File: src/hw/swtc_cfg.svh
// offsets, field positions, reset values and timing counts
`ifndef SWTC_CFG_SVH
`define SWTC_CFG_SVH
// register byte offsets
`define SWTC_A_CFG    8'h00
`define SWTC_A_WAKE   8'h04
`define SWTC_A_RETX   8'h08
`define SWTC_A_THR    8'h0C
`define SWTC_A_MISC   8'h10
`define SWTC_A_EEP    8'h14
`define SWTC_A_ID     8'h18
`define SWTC_A_STAT   8'h1C
`define SWTC_A_TGD    8'h20
// cfg register bit positions
`define SWTC_B_PWAKE  0
`define SWTC_B_PRETX  1
`define SWTC_B_RESALT 2
`define SWTC_B_AD2INT 3
`define SWTC_B_SCOINV 4
`define SWTC_B_MFROK  5
`define SWTC_B_SRST   6
// reset values
`define SWTC_R_WAKE   16'h0001
`define SWTC_R_RMIN   8'h07
`define SWTC_R_RMAX   8'h0E
`define SWTC_R_TH0    10'h006
`define SWTC_R_TH1    10'h005
`define SWTC_R_TH2    10'h00E
`define SWTC_R_MASK   4'h0
`define SWTC_R_DLY    8'h01
`define SWTC_R_EDGE   2'h3
`define SWTC_R_LFSR   16'hACE1
// programmed wake cycle limits, seconds
`define SWTC_WAKE_MIN 16'h0001
`define SWTC_WAKE_MAX 16'hFFFE
// strap wake cycles, seconds
`define SWTC_CW_A     16'h0001
`define SWTC_CW_B     16'h000A
`define SWTC_CW_C     16'h0064
// strap retransmit intervals, wake-ups
`define SWTC_CP_LO1   8'h07
`define SWTC_CP_HI1   8'h0E
`define SWTC_CP_LO2   8'h46
`define SWTC_CP_HI2   8'h8C
// teach-in telegram type
`define SWTC_ORG      8'h07
// clock period and one second, in ns
`define SWTC_CLK_NS   100
`define SWTC_SEC_NS   1000000000
`define SWTC_TICK_CYC (`SWTC_SEC_NS / `SWTC_CLK_NS)
`endif

File: src/hw/swtc_pkg.sv
// types shared by the sensor wake and telegram control
package swtc_pkg;
  // active configuration set
  typedef struct packed {
    logic [15:0] wake_s;
    logic [7:0]  rmin;
    logic [7:0]  rmax;
    logic        prog_wake;
    logic        prog_retx;
    logic        res_alt;
    logic        ad2_int;
    logic        sco_inv;
    logic        mfr_ok;
    logic [9:0]  th0;
    logic [9:0]  th1;
    logic [9:0]  th2;
    logic [3:0]  mask;
    logic [7:0]  delay;
    logic [1:0]  edge0;
    logic [1:0]  edge1;
    logic [23:0] equipment_profile_code;
  } swtc_cfg_t;
  // pin inputs, 1 = open / above
  typedef struct packed {
    logic       above_on;
    logic       above_off;
    logic       sleep;
    logic [1:0] wake;
    logic [1:0] cw;
    logic [1:0] cp;
    logic [3:0] di;
  } swtc_pin_t;
  // telegram handed to the modem
  typedef struct packed {
    logic        teach;
    logic        retx;
    logic [7:0]  telegram_type_field;
    logic [31:0] data;
    logic [31:0] id;
  } swtc_tg_t;
  typedef enum {ST_OFF, ST_RUN, ST_SHUT} swtc_pwr_t;
endpackage : swtc_pkg

File: src/hw/swtc_top.sv
// sensor wake, retransmit, charge control and telegram control
//
// Functional notes
// - above turn-on, enable regulator, watchdog, wake
// - at or below turn-off, start shutdown
// - charge output floats until first turn-on
// - charge output follows turn-on comparator
// - charge output frozen during deep sleep
// - wake cycle from two straps
// - straps re-sampled at every wake-up
// - counter decrements, zero sends retransmission
// - retransmit strap gives every, 7-14, 70-140, never
// - wake pin wake-up transmits on configured edges
// - reload random count after each transmission
// - programmed settings win, loaded at reset only
// - programmed wake cycle 1 to 65534 s
// - min equals max gives fixed count
// - three channel thresholds, defaults 6, 5, 14
// - resolution default 8/8/8, option 10/6/8
// - mask ignores selected digital input changes
// - sensor power delay 0-508 ms, invertible
// - channel two source pin or quarter supply
// - any wake pin change wakes, learn pin only with code; edges select sending
// - teach-in replaces normal with code programmed and input three low or learn pin transmitting
// - teach-in fields type, learn bits, inputs, id
//
// The address map and the AXI4-Lite register port were chosen for this implementation.
`timescale 1ns/1ps
`include "swtc_cfg.svh"

module swtc_top
  import swtc_pkg::*;
#(
  parameter int          TICK_CYCLES = `SWTC_TICK_CYC,
  parameter logic [31:0] MODULE_ID   = 32'h0000_0001 // arbitrary
) (
  input  wire logic        aclk,
  input  wire logic        aresetn,
  input  wire logic [7:0]  awaddr,
  input  wire logic        awvalid,
  output      logic        awready,
  input  wire logic [31:0] wdata,
  input  wire logic [3:0]  wstrb,
  input  wire logic        wvalid,
  output      logic        wready,
  output      logic [1:0]  bresp,
  output      logic        bvalid,
  input  wire logic        bready,
  input  wire logic [7:0]  araddr,
  input  wire logic        arvalid,
  output      logic        arready,
  output      logic [31:0] rdata,
  output      logic [1:0]  rresp,
  output      logic        rvalid,
  input  wire logic        rready,
  input  wire swtc_pin_t   pin_in,
  output      logic        cco_out,
  output      logic        cco_oe,
  output      logic        ulp_supply_en,
  output      logic        watchdog_en,
  output      logic        wake_circ_en,
  output      logic        shutdown_req,
  output      swtc_cfg_t   cfg_act,
  output      swtc_tg_t    tg,
  output      logic        tg_valid
);

  // byte-lane merge for partial writes
  function automatic logic [31:0] mrg(input logic [31:0] o,
                                      input logic [31:0] n,
                                      input logic [3:0]  s);
    logic [31:0] r;
    r = o;
    for (int i = 0; i < 4; i++) begin
      if (s[i]) r[i*8 +: 8] = n[i*8 +: 8];
    end
    return r;
  endfunction : mrg

  // mapped address check, shared by both channels
  function automatic logic addr_ok(input logic [7:0] a);
    return a <= `SWTC_A_TGD && a[1:0] == 2'h0;
  endfunction : addr_ok

  // register view, used for reads and write merges
  function automatic logic [31:0] reg_word(input logic [7:0] a,
                                           input swtc_cfg_t  c,
                                           input logic [31:0] st,
                                           input logic [31:0] td);
    case (a)
      `SWTC_A_CFG:  return {26'h0, c.mfr_ok, c.sco_inv, c.ad2_int,
                            c.res_alt, c.prog_retx, c.prog_wake};
      `SWTC_A_WAKE: return {16'h0, c.wake_s};
      `SWTC_A_RETX: return {16'h0, c.rmax, c.rmin};
      `SWTC_A_THR:  return {2'h0, c.th2, c.th1, c.th0};
      `SWTC_A_MISC: return {16'h0, c.edge1, c.edge0, c.delay, c.mask};
      `SWTC_A_EEP:  return {8'h0, c.equipment_profile_code};
      `SWTC_A_ID:   return MODULE_ID;
      `SWTC_A_STAT: return st;
      `SWTC_A_TGD:  return td;
      default:      return 32'h0;
    endcase
  endfunction : reg_word

  // uniform pick in [lo, hi]; lo above hi gives lo
  function automatic logic [7:0] rand_pick(input logic [7:0]  lo,
                                           input logic [7:0]  hi,
                                           input logic [15:0] r);
    logic [8:0]  span;
    logic [15:0] m;
    span = (hi < lo) ? 9'h001 : 9'({1'b0, hi} - {1'b0, lo} + 9'h001);
    m    = r % {7'h0, span};
    return 8'(lo + m[7:0]);
  endfunction : rand_pick

  // default set, also what nonvolatile store holds after reset
  localparam swtc_cfg_t CFG_RST = '{
    wake_s: `SWTC_R_WAKE, rmin: `SWTC_R_RMIN, rmax: `SWTC_R_RMAX,
    prog_wake: 1'b0, prog_retx: 1'b0, res_alt: 1'b0, ad2_int: 1'b0,
    sco_inv: 1'b0, mfr_ok: 1'b0, th0: `SWTC_R_TH0, th1: `SWTC_R_TH1,
    th2: `SWTC_R_TH2, mask: `SWTC_R_MASK, delay: `SWTC_R_DLY,
    edge0: `SWTC_R_EDGE, edge1: `SWTC_R_EDGE, equipment_profile_code: 24'h0};

  swtc_pin_t   s1, s2, s3;    // three-stage pin capture
  swtc_pin_t   pc;            // agreed pin levels
  swtc_cfg_t   cfg_nv;        // store written by software
  swtc_pwr_t   pwr;           // threshold detector state
  logic        cco_started;   // first turn-on seen
  logic        load;          // apply stored config
  logic        soft_rst;      // software module reset pulse
  logic [1:0]  cw_q, cp_q;    // straps as last sampled
  logic [1:0]  wake_d;        // wake pins, previous cycle
  logic [3:0]  di_last;       // inputs at last telegram
  logic [23:0] tick_cnt;      // one-second prescaler
  logic [15:0] sec_cnt;       // seconds since last wake
  logic [7:0]  retx_cnt;      // wake-ups to retransmission
  logic [15:0] lfsr;          // random source
  logic [7:0]  aw_addr;       // held write address
  logic        aw_hold, w_hold;
  logic [31:0] w_data;
  logic [3:0]  w_strb;
  logic        wr_go;         // both halves present
  logic [31:0] wv;            // merged write value
  logic [31:0] stat;          // status word
  logic        run, sec_tick, timer_wake;
  logic [15:0] period;        // wake cycle in seconds
  logic        cyclic;        // cyclic wake enabled
  logic [7:0]  r_lo, r_hi;    // retransmit interval
  logic        r_never;
  logic [1:0]  rise, fall, pin_chg, pin_tx_v;
  logic        pin_tx, retx_due, di_chg, send, teach, wake_any;

  // pins: three flops, take a change once stages two and three agree
  always_ff @(posedge aclk) begin
    if (!aresetn) begin
      s1 <= '0;
      s2 <= '0;
      s3 <= '0;
      pc <= '0;
    end else begin
      s1 <= pin_in;
      s2 <= s1;
      s3 <= s2;
      pc <= (pc & (s2 ^ s3)) | (s3 & ~(s2 ^ s3));
    end
  end

  // threshold detector state machine
  always_ff @(posedge aclk) begin
    if (!aresetn) begin
      pwr <= ST_OFF;
    end else begin
      case (pwr)
        ST_OFF:  if (pc.above_on) pwr <= ST_RUN;
        ST_RUN:  if (!pc.above_off) pwr <= ST_SHUT;
        ST_SHUT: if (pc.above_on) pwr <= ST_RUN;
        default: pwr <= ST_OFF;
      endcase
    end
  end

  assign run = (pwr == ST_RUN);

  // supply enables and shutdown request, registered
  always_ff @(posedge aclk) begin
    if (!aresetn) begin
      ulp_supply_en <= 1'b0;
      watchdog_en   <= 1'b0;
      wake_circ_en  <= 1'b0;
      shutdown_req  <= 1'b0;
    end else begin
      ulp_supply_en <= run;
      watchdog_en   <= run;
      wake_circ_en  <= run;
      shutdown_req  <= (pwr == ST_SHUT);
    end
  end

  // charge control: floats until first turn-on, frozen in deep sleep
  always_ff @(posedge aclk) begin
    if (!aresetn) begin
      cco_started <= 1'b0;
      cco_oe      <= 1'b0;
      cco_out     <= 1'b0;
    end else begin
      if (pc.above_on) cco_started <= 1'b1;
      cco_oe <= cco_started;
      // below turn-off it simply drives low, which is allowed
      if (!pc.sleep) cco_out <= pc.above_on;
    end
  end

  // one-second tick; wake-up timer counts seconds
  always_ff @(posedge aclk) begin
    if (!aresetn || !run) begin
      tick_cnt <= 24'h0;
    end else if (sec_tick) begin
      tick_cnt <= 24'h0;
    end else begin
      tick_cnt <= 24'(tick_cnt + 24'h1);
    end
  end

  assign sec_tick = run && tick_cnt == 24'(TICK_CYCLES - 1);

  // wake cycle: programmed value wins, else straps
  always_comb begin
    cyclic = 1'b1;
    period = cfg_act.wake_s;
    if (!cfg_act.prog_wake) begin
      case (cw_q)
        2'b11:   period = `SWTC_CW_A;
        2'b10:   period = `SWTC_CW_B;
        2'b01:   period = `SWTC_CW_C;
        default: cyclic = 1'b0;
      endcase
    end
  end

  assign timer_wake = sec_tick && cyclic && sec_cnt >= 16'(period - 16'h1);

  // seconds since last wake, restarted by any wake
  always_ff @(posedge aclk) begin
    if (!aresetn || load) begin
      sec_cnt <= 16'h0;
    end else if (wake_any) begin
      sec_cnt <= 16'h0;
    end else if (sec_tick) begin
      sec_cnt <= 16'(sec_cnt + 16'h1);
    end
  end

  // retransmit interval: programmed limits, else straps
  always_comb begin
    r_never = 1'b0;
    r_lo    = cfg_act.rmin;
    r_hi    = cfg_act.rmax;
    if (!cfg_act.prog_retx) begin
      case (cp_q)
        2'b11:   begin r_lo = 8'h01; r_hi = 8'h01; end
        2'b10:   begin r_lo = `SWTC_CP_LO1; r_hi = `SWTC_CP_HI1; end
        2'b01:   begin r_lo = `SWTC_CP_LO2; r_hi = `SWTC_CP_HI2; end
        default: r_never = 1'b1;
      endcase
    end
  end

  // wake pins: every change wakes (learn pin only with code), configured edges transmit
  always_comb begin
    rise = pc.wake & ~wake_d;
    fall = ~pc.wake & wake_d;
    // learn pin is dead unless a manufacturer code exists
    pin_chg = (rise | fall) & {cfg_act.mfr_ok, 1'b1};
    pin_tx_v[0] = (rise[0] & cfg_act.edge0[0]) |
                  (fall[0] & cfg_act.edge0[1]);
    pin_tx_v[1] = ((rise[1] & cfg_act.edge1[0]) |
                   (fall[1] & cfg_act.edge1[1])) & cfg_act.mfr_ok;
    pin_tx   = run && |pin_tx_v;
    wake_any = run && (timer_wake || |pin_chg);
    retx_due = run && timer_wake && !r_never &&
               retx_cnt <= 8'h01;
    di_chg   = run && timer_wake &&
               |((pc.di ^ di_last) & ~cfg_act.mask);
    send     = pin_tx || retx_due || di_chg;
    teach    = send && cfg_act.mfr_ok &&
               (!pc.di[3] || pin_tx_v[1]);
  end

  // previous wake levels and straps sampled at each wake
  always_ff @(posedge aclk) begin
    if (!aresetn) begin
      wake_d <= 2'h0;
      cw_q   <= 2'h3;
      cp_q   <= 2'h3;
    end else begin
      wake_d <= pc.wake;
      // power-up counts as a wake: pins are settled by then, not at load
      if (load || wake_any || (!run && pc.above_on)) begin
        cw_q <= pc.cw;
        cp_q <= pc.cp;
      end
    end
  end

  // free-running random source, taps 16,14,13,11
  always_ff @(posedge aclk) begin
    if (!aresetn) begin
      lfsr <= `SWTC_R_LFSR;
    end else begin
      lfsr <= {lfsr[14:0], lfsr[15] ^ lfsr[13] ^ lfsr[12] ^ lfsr[10]};
    end
  end

  // retransmit countdown, random reload after each telegram
  always_ff @(posedge aclk) begin
    if (!aresetn) begin
      retx_cnt <= `SWTC_R_RMIN;
    end else if (load || send) begin
      retx_cnt <= rand_pick(r_lo, r_hi, lfsr);
    end else if (run && timer_wake && !r_never) begin
      retx_cnt <= 8'(retx_cnt - 8'h01);
    end
  end

  // telegram register and input snapshot
  always_ff @(posedge aclk) begin
    if (!aresetn) begin
      tg       <= '0;
      tg_valid <= 1'b0;
      di_last  <= 4'h0;
    end else begin
      tg_valid <= send;
      if (send) begin
        di_last  <= pc.di;
        tg.teach <= teach;
        tg.retx  <= retx_due;
        tg.telegram_type_field   <= `SWTC_ORG;
        tg.id    <= MODULE_ID;
        if (teach) begin
          // eep, learn type 1, reserved 0, learn bit 0, inputs
          tg.data <= {cfg_act.equipment_profile_code, 1'b1, 3'b000, 1'b0,
                      pc.di[2:0]};
        end else begin
          tg.data <= {28'h0, pc.di};
        end
      end
    end
  end

  // write channel: address and data held independently
  always_ff @(posedge aclk) begin
    if (!aresetn) begin
      awready <= 1'b0;
      wready  <= 1'b0;
      aw_hold <= 1'b0;
      w_hold  <= 1'b0;
      aw_addr <= 8'h0;
      w_data  <= 32'h0;
      w_strb  <= 4'h0;
      bvalid  <= 1'b0;
      bresp   <= 2'b00;
    end else begin
      if (awvalid && awready) begin
        aw_addr <= awaddr;
        aw_hold <= 1'b1;
        awready <= 1'b0;
      end else if (!aw_hold && !bvalid) begin
        awready <= 1'b1;
      end
      if (wvalid && wready) begin
        w_data <= wdata;
        w_strb <= wstrb;
        w_hold <= 1'b1;
        wready <= 1'b0;
      end else if (!w_hold && !bvalid) begin
        wready <= 1'b1;
      end
      if (wr_go) begin
        aw_hold <= 1'b0;
        w_hold  <= 1'b0;
        bvalid  <= 1'b1;
        bresp   <= addr_ok(aw_addr) ? 2'b00 : 2'b10;
      end else if (bvalid && bready) begin
        bvalid <= 1'b0;
      end
    end
  end

  assign wr_go = aw_hold && w_hold && !bvalid;
  assign wv = mrg(reg_word(aw_addr, cfg_nv, stat, tg.data),
                  w_data, w_strb);

  // stored configuration, written over the bus
  always_ff @(posedge aclk) begin
    if (!aresetn) begin
      cfg_nv   <= CFG_RST;
      soft_rst <= 1'b0;
    end else begin
      soft_rst <= 1'b0;
      if (wr_go) begin
        case (aw_addr)
          `SWTC_A_CFG: begin
            cfg_nv.prog_wake <= wv[`SWTC_B_PWAKE];
            cfg_nv.prog_retx <= wv[`SWTC_B_PRETX];
            cfg_nv.res_alt   <= wv[`SWTC_B_RESALT];
            cfg_nv.ad2_int   <= wv[`SWTC_B_AD2INT];
            cfg_nv.sco_inv   <= wv[`SWTC_B_SCOINV];
            cfg_nv.mfr_ok    <= wv[`SWTC_B_MFROK];
            soft_rst         <= wv[`SWTC_B_SRST];
          end
          `SWTC_A_WAKE: begin
            // out-of-range cycles are dropped, old value kept
            if (wv[15:0] >= `SWTC_WAKE_MIN &&
                wv[15:0] <= `SWTC_WAKE_MAX)
              cfg_nv.wake_s <= wv[15:0];
          end
          `SWTC_A_RETX: begin
            cfg_nv.rmin <= wv[7:0];
            cfg_nv.rmax <= wv[15:8];
          end
          `SWTC_A_THR: begin
            cfg_nv.th0 <= wv[9:0];
            cfg_nv.th1 <= wv[19:10];
            cfg_nv.th2 <= wv[29:20];
          end
          `SWTC_A_MISC: begin
            cfg_nv.mask  <= wv[3:0];
            cfg_nv.delay <= wv[11:4];
            cfg_nv.edge0 <= wv[13:12];
            cfg_nv.edge1 <= wv[15:14];
          end
          `SWTC_A_EEP: cfg_nv.equipment_profile_code <= wv[23:0];
          default: ;
        endcase
      end
    end
  end

  // active set copied only at reset release or module reset
  always_ff @(posedge aclk) begin
    if (!aresetn) begin
      load    <= 1'b1;
      cfg_act <= CFG_RST;
    end else begin
      load <= soft_rst;
      if (load) cfg_act <= cfg_nv;
    end
  end

  // status word for software
  assign stat = {sec_cnt, retx_cnt, 3'h0, r_never, cco_oe, cco_out,
                 shutdown_req, ulp_supply_en};

  // read channel
  always_ff @(posedge aclk) begin
    if (!aresetn) begin
      arready <= 1'b0;
      rvalid  <= 1'b0;
      rdata   <= 32'h0;
      rresp   <= 2'b00;
    end else begin
      if (arvalid && arready) begin
        arready <= 1'b0;
        rvalid  <= 1'b1;
        rdata   <= reg_word(araddr, cfg_nv, stat, tg.data);
        rresp   <= addr_ok(araddr) ? 2'b00 : 2'b10;
      end else begin
        if (rvalid && rready) rvalid <= 1'b0;
        if (!rvalid) arready <= 1'b1;
      end
    end
  end

endmodule : swtc_top

File: config.mk
export PLATFORM = sky130hd
export DESIGN_NAME = swtc_top
export DESIGN_NICKNAME = d
export VERILOG_FILES = /design/src/hw/swtc_pkg.sv /design/src/hw/swtc_top.sv
export VERILOG_INCLUDE_DIRS = /design/src /design/src/hw
export SDC_FILE = /design/constraint.sdc
export NUM_CORES = 1
export LEC_CHECK = 0
export ABC_AREA = 1
export ABC_CLOCK_PERIOD_IN_PS = 61600
export BUFFER_PORTS_ARGS = -buffer_cell sky130_fd_sc_hd__buf_4
export CELL_PAD_IN_SITES_DETAIL_PLACEMENT = 1
export CELL_PAD_IN_SITES_GLOBAL_PLACEMENT = 1
export CORE_MARGIN = 1
export CORE_UTILIZATION = 46
export DETAILED_ROUTE_END_ITERATION = 7
export HOLD_SLACK_MARGIN = 0.15
export PLACE_DENSITY = 0.89
export SYNTH_ARGS = -nofsm -noshare
export SYNTH_HDL_FRONTEND = slang
export SYNTH_SLANG_ARGS = --single-unit
File: constraint.sdc
create_clock -name aclk -period 61.6 [get_ports aclk]
set_input_delay 3.08 -clock aclk [delete_from_list [all_inputs] [get_ports aclk]]
set_output_delay 3.08 -clock aclk [all_outputs]
set_load 0.01 [all_outputs]
==> results of run 1 <==
-- layout by cell type, fill, tap and decap left out, types with 40 or more instances in the layout --
| cell type | synthesis | layout |
|---|---|---|
| xor2_1 | 62 | 62 |
| o21ai_0 | 439 | 439 |
| nand2_1 | 547 | 545 |
| xnor2_1 | 46 | 46 |
| nand4_1 | 40 | 40 |
| ha_1 | 153 | 153 |
| o22ai_1 | 86 | 86 |
| dfxtp_1 | 463 | 462 |
| nor2_1 | 229 | 229 |
| nand3_1 | 172 | 172 |
| clkbuf_16 | 0 | 49 |
| buf_4 | 52 | 284 |
| conb_1 | 1 | 41 |
| inv_1 | 590 | 589 |
| a21oi_1 | 331 | 331 |
-- sequential cells by signal, indices dropped and copies added, names as in the netlist, 2 cells and up, named ones only --
| register | count |
|---|---|
| aw_addr | 8 |
| cfg_act | 108 |
| cfg_nv | 108 |
| cp_q | 2 |
| cw_q | 2 |
| di_last | 4 |
| lfsr | 16 |
| pwr | 2 |
| rdata | 32 |
| retx_cnt | 8 |
| s1 | 13 |
| s2 | 13 |
| s3 | 13 |
| sec_cnt | 16 |
| tg | 28 |
| tick_cnt | 24 |
| w_data | 30 |
| w_strb | 4 |
| wake_d | 2 |
-- path summary, 6_finish.rpt --
path                            cells after the start    start  slack, ps           to
worst max register to register                    217  cp_q[0]      25090  retx_cnt[6]
worst min-delay path                                2   s1[10]        410       s2[10]
worst max-delay path                              217  cp_q[0]      25090  retx_cnt[6]
worst min register to register                      2   s1[10]        410       s2[10]
-- worst register-to-register path: cells and delay by family (launching register included) --
family,cells,cell delay [ps]
DFF,1,390
buffers and inverters,31,4000
AOI/OAI and AO/OA,72,12960
adders and majority gates,21,6730
and+or+nand+nor,93,12330
-- metrics by stage --
step | hold WS (ps) | util
2_1_floorplan | 390 | -
3_3_place_gp | 398 | 0.508
3_5_place_dp | 400 | 0.508
4_1_cts | 414 | 0.537
5_1_grt | 433 | 0.537
6_report | 411 | 0.537
-- layout make-up --
| type | instances | area [µm²] | share of cell area |
|---|---|---|---|
| well taps | 756 | 946 | 0.0311 |
| repair buffers | 285 | 2150 | 0.0706 |
| multi-input cells | 2488 | 14100 | 0.463 |
| inverters | 605 | 2270 | 0.0748 |
| flip-flops and latches | 463 | 9270 | 0.305 |
| clock inverters | 20 | 231 | 0.00761 |
| clock buffers | 71 | 1450 | 0.0476 |
-- kinds of logic after synthesis --
| family | Yosys count | synth area share |
|---|---|---|
| flip-flops | 463 | 0.350 |
| XOR/XNOR | 108 | 0.0358 |
| AO/OA/AOI/OAI | 1032 | 0.219 |
| AND/OR/NAND/NOR | 1149 | 0.196 |
| buffers and inverters | 802 | 0.123 |
| other | 1 | 0.000142 |
| adder cells (fa/ha/maj) | 158 | 0.0761 |
-- layer usage --
metal / up-vias / GRT usage / wire length [µm]
met3: 405 / 0.0570 / 7120
met2: 1121 / 0.544 / 46000
met5: - / 0 / 13
met4: 2 / 0.227 / 7570
met1: 13000 / 0.385 / 38200
li1: 12600 / - / -
==> run summary, run 1 <==
Post-DR wirelength/cell: 21.1 µm
CP arrival: 37000 ps
Placed Area: 0.0287 mm²
Distinct cells, synth: 69
Vias in the first global route: 27300
Synth area leaders: dfxtp_1 35%, inv_1 8.4%, o21ai_0 8.3%
Cts bufs inserted: 49
Min Tclk post-route: 36510 ps
Outcome: finished, final reports clean
Routed via count: 27100
Routability cong.: 0.978
Core outline area: 0.0566 mm²
Worst path bufs/invs: 31
Final #Nets: 4122
DIE AREA: 0.0585 mm²
Vias per cell: 5.78
Final hold violations: 0
Share of cells above drive strength 1: 0.124
Fillcell total: 7284
Io pins: 302
Most numerous cell in the Yosys netlist: inv_1
CTS tree: built
Clock root cell: clkbuf_16
Setup violations, final: 0
Hold-fix buffers, CTS: 0
Total Wirelength: 99000 µm
Initial antenna violation count: 1
Worst Slack Setup Final: 25090 ps
Starting Density: 0.467
First-pass GRT wire length: 153000 µm
Post-CTS Resized: 0
CTS H-Tree Depth: 2
Post-route insts no fill: 4688
Later-pin clock latency in the skew report: 620 ps
Critical path type: reg -> reg
Delay of the slowest critical-path stage: 550 ps
Clock Path Buffers: 3
# rows: 87
Post-Synthesis Cells: 3713
GRT Total Usage: 0.328
Fin area: 0.0304 mm²
Post-route DRC: 0
Die width: 242 µm
Post-DP HPWL: 72300 µm
Area growth syn-to-layout: 14.9%
Worst slew pin tran: 1270 ps
CP Data Required Time: 62090 ps
Ys async rst share: 0
Final Slew Violations: 0
Post-synthesis sequential area ratio: 0.350
CP Launch Type: register
Yosys warns: 0
Yosys top cell area share: 0.350
Synth Register Bits: 463
RSZ-0062 raised after global routing: no
TritonCTS Sinks: 463
Crit. End Element: register
I/O Buffers: 258
Clk_skew: 18.8 ps
Max Cap Violations: 0
Cell taking the most area after synthesis: dfxtp_1
Setup_tns: 0 ps
Dpl cells: 4597
Mean Syn Cell Area: 7.13 µm²
CP max FO: 16
Relative slew slack: 0.132
Die height: 242 µm
Worst Hold Class: reg -> reg
Grt total ovfl: 0
Dpl ws: 25710 ps
Netlist area before placement: 0.0265 mm²
Initial DRC count: 2248
Slowest cell on crit path: nor2_1
Synth Flop Type: dfxtp_1
Clock-pin transition on the worst setup and hold timing paths: 60 ps
Post-synth top cells: 590 x inv_1, 547 x nand2_1, 463 x dfxtp_1
Post-CTS setup buffers: 0
Final Cycle Share: 0.593
Critical path's top delay family: compound AO/OA/AOI/OAI gates
TritonRoute pass-1 iters: 6
Routed Antenna Nets: 0
Fmax: 27.4 MHz
Largest net degree at the start of global routing: 125
# diodes: 0
Most Frequent Cell on Critical Path: nand2_1
EDFF count, synth: 0
Power of run 1 is not shown: default switching activity piles up to over one toggle a cycle in this logic, so the estimate is an artifact.
==> inputs of run 2 (changes only) <==
ABC_CLOCK_PERIOD_IN_PS = 36200   (was 61600)
CORE_UTILIZATION = 43   (was 46)
PLACE_DENSITY = 0.84   (was 0.89)
clock period = 36.2 ns   (was 61.6 ns; I/O delays follow)
==> run 2 against run 1 <==
Compared with the run above: count of clock-buffer cells in the layout is 1 lower; global-route usage shrank 2.6 points; non-clock buffer count grew 24.
==> run summary, run 2 (synthesized netlist as in run 1, its figures left out) <==
Outcome: finished, final reports clean (unchanged)
Total Wirelength: 98000 µm (was 99000 µm)
Worst path bufs/invs: 33 (was 31)
Final Cycle Share: 0.924 (was 0.593)
Instance count on the critical path: 220 (was 217)
CP arrival: 33920 ps (was 37000 ps)
Core outline area: 0.0606 mm² (was 0.0566 mm²)
First-pass GRT wire length: 149000 µm (was 153000 µm)
Most Frequent Cell on Critical Path: nand2_1 (unchanged)
Fillcell total: 7677 (was 7284)
Fmax: 29.9 MHz (was 27.4 MHz)
Dpl cells: 4618 (was 4597)
TritonCTS Sinks: 463 (unchanged)
Post-DR wirelength/cell: 20.7 µm (was 21.1 µm)
Most common cell after layout, fill and taps aside: inv_1 (unchanged)
DIE AREA: 0.0625 mm² (was 0.0585 mm²)
Final hold slack: 411 ps (about the same)
Die height: 250 µm (was 242 µm)
# diodes: 0 (unchanged)
Routability cong.: 0.965 (was 0.978)
Clock root cell: clkbuf_16 (unchanged)
Critical path type: reg -> reg (unchanged)
Largest net degree at the start of global routing: 113 (was 125)
CTS H-Tree Depth: 2 (unchanged)
Relative slew slack: 0.157 (was 0.132)
Placed Area: 0.0287 mm² (about the same)
Die width: 250 µm (was 242 µm)
Initial antenna violation count: 0 (was 1)
Crit. End Element: register (unchanged)
Delay of the slowest critical-path stage: 450 ps (was 550 ps)
CTS tree: built (unchanged)
Reg2Reg Depth: 220 (was 217)
Post-DP HPWL: 72300 µm (about the same)
Share of cells above drive strength 1: 0.133 (was 0.124)
Max Cap Violations: 0 (unchanged)
I/O Buffers: 258 (unchanged)
Hold Path Cell Cnt: 2 (unchanged)
Fin area: 0.0308 mm² (was 0.0304 mm²)
Initial DRC count: 1993 (was 2248)
CP max FO: 16 (unchanged)
Post-route insts no fill: 4737 (was 4688)
Most frequent cells in the layout: 585 x inv_1, 544 x nand2_1, 462 x dfxtp_1, 435 x o21ai_0, 329 x a21oi_1 (was 589 x inv_1, 545 x nand2_1, 462 x dfxtp_1, 439 x o21ai_0, 331 x a21oi_1)
Later-pin clock latency in the skew report: 620 ps (about the same)
Clk_skew: 29.0 ps (was 18.8 ps)
Final Slew Violations: 0 (unchanged)
Routed via count: 26600 (was 27100)
Hold-fix buffers, CTS: 0 (unchanged)
Grt total ovfl: 0 (unchanged)
TritonRoute pass-1 iters: 5 (was 6)
Worst Hold Class: reg -> reg (unchanged)
Vias per cell: 5.61 (was 5.78)
Final #Nets: 4147 (was 4122)
Routed Antenna Nets: 0 (unchanged)
Slowest cell on crit path: fa_1 (was nor2_1)
Min Tclk post-route: 33430 ps (was 36510 ps)
Starting Density: 0.437 (was 0.467)
Io pins: 302 (unchanged)
CP Data Required Time: 36690 ps (was 62090 ps)
Vias in the first global route: 25900 (was 27300)
CP Launch Type: register (unchanged)
Final hold violations: 0 (unchanged)
Post-route DRC: 0 (unchanged)
Setup violations, final: 0 (unchanged)
# rows: 90 (was 87)
GRT Total Usage: 0.301 (was 0.328)
Clock Path Buffers: 3 (unchanged)
Area growth syn-to-layout: 16.3% (was 14.9%)
Largest regs: cfg_act: 108 flops, cfg_nv: 108 flops, rdata: 32 flops (unchanged)
Cts bufs inserted: 49 (unchanged)
Clock-pin transition on the worst setup and hold timing paths: 70 ps (was 60 ps)
Worst slew pin tran: 1260 ps (was 1270 ps)
Critical path's top delay family: compound AO/OA/AOI/OAI gates (unchanged)
-- run 2: cell count changes in the layout (fill, tap and decap cells not counted), moves of 3 or more --
cell        before  now
inv_1          589  585
nor2_1         229  225
clkbuf_8        14   11
clkinvlp_4       2    5
o21ai_0        439  435
buf_4          284  308
nor2_2           6    9
-- run 2: per-stage QoR --
stage                      util  worst slack (ps)  setup TNS, ps
after detailed placement  0.474               610              0
after global placement    0.474              1690              0
after global routing      0.508              -173           -295
final                     0.508              2770              0
after floorplan               -              6400              0
after CTS                 0.502               267              0
-- run 2: final timing paths --
path / start / slack [ps] / end
worst min register to register: s1[8] / 410 / s2[8]
worst max register to register: cp_q[0] / 2770 / retx_cnt[6]
worst max-delay path: cp_q[0] / 2770 / retx_cnt[6]
worst min-delay path: s1[8] / 410 / s2[8]
-- run 2: final cells by class --
cell class	instances	area [µm²]	share of cell area
Multi-Input combinational cell	2489	14200	0.462
Sequential cell	463	9270	0.301
Timing Repair Buffer	309	2330	0.0756
Inverter	605	2300	0.0746
Clock buffer	70	1420	0.0460
Tap cell	782	978	0.0318
Clock inverter	19	275	0.00895
-- run 2: worst register-to-register path: cells and delay by family, from the launching register on --
kind,cells,cell delay [ps]
flip-flops,1,370
buffers and inverters,33,3140
adder cells (fa/ha/maj),21,6530
AO/OA/AOI/OAI,73,13030
AND/OR/NAND/NOR,93,10230
-- run 2: what timing repair did --
action	CTS	global route
resized for setup	0	31
setup endpoints to repair	0	8
buffers inserted	0	29
-- run 2: per-layer routing --
layer	global-route usage	part of all wire	up-vias
met1	0.364	0.40	12800
met2	0.516	0.48	878
li1	-	-	12600
met3	0.0479	0.064	277
met4	0.155	0.056	0
met5	0	0	-
Power of run 2 is left out for the same reason.
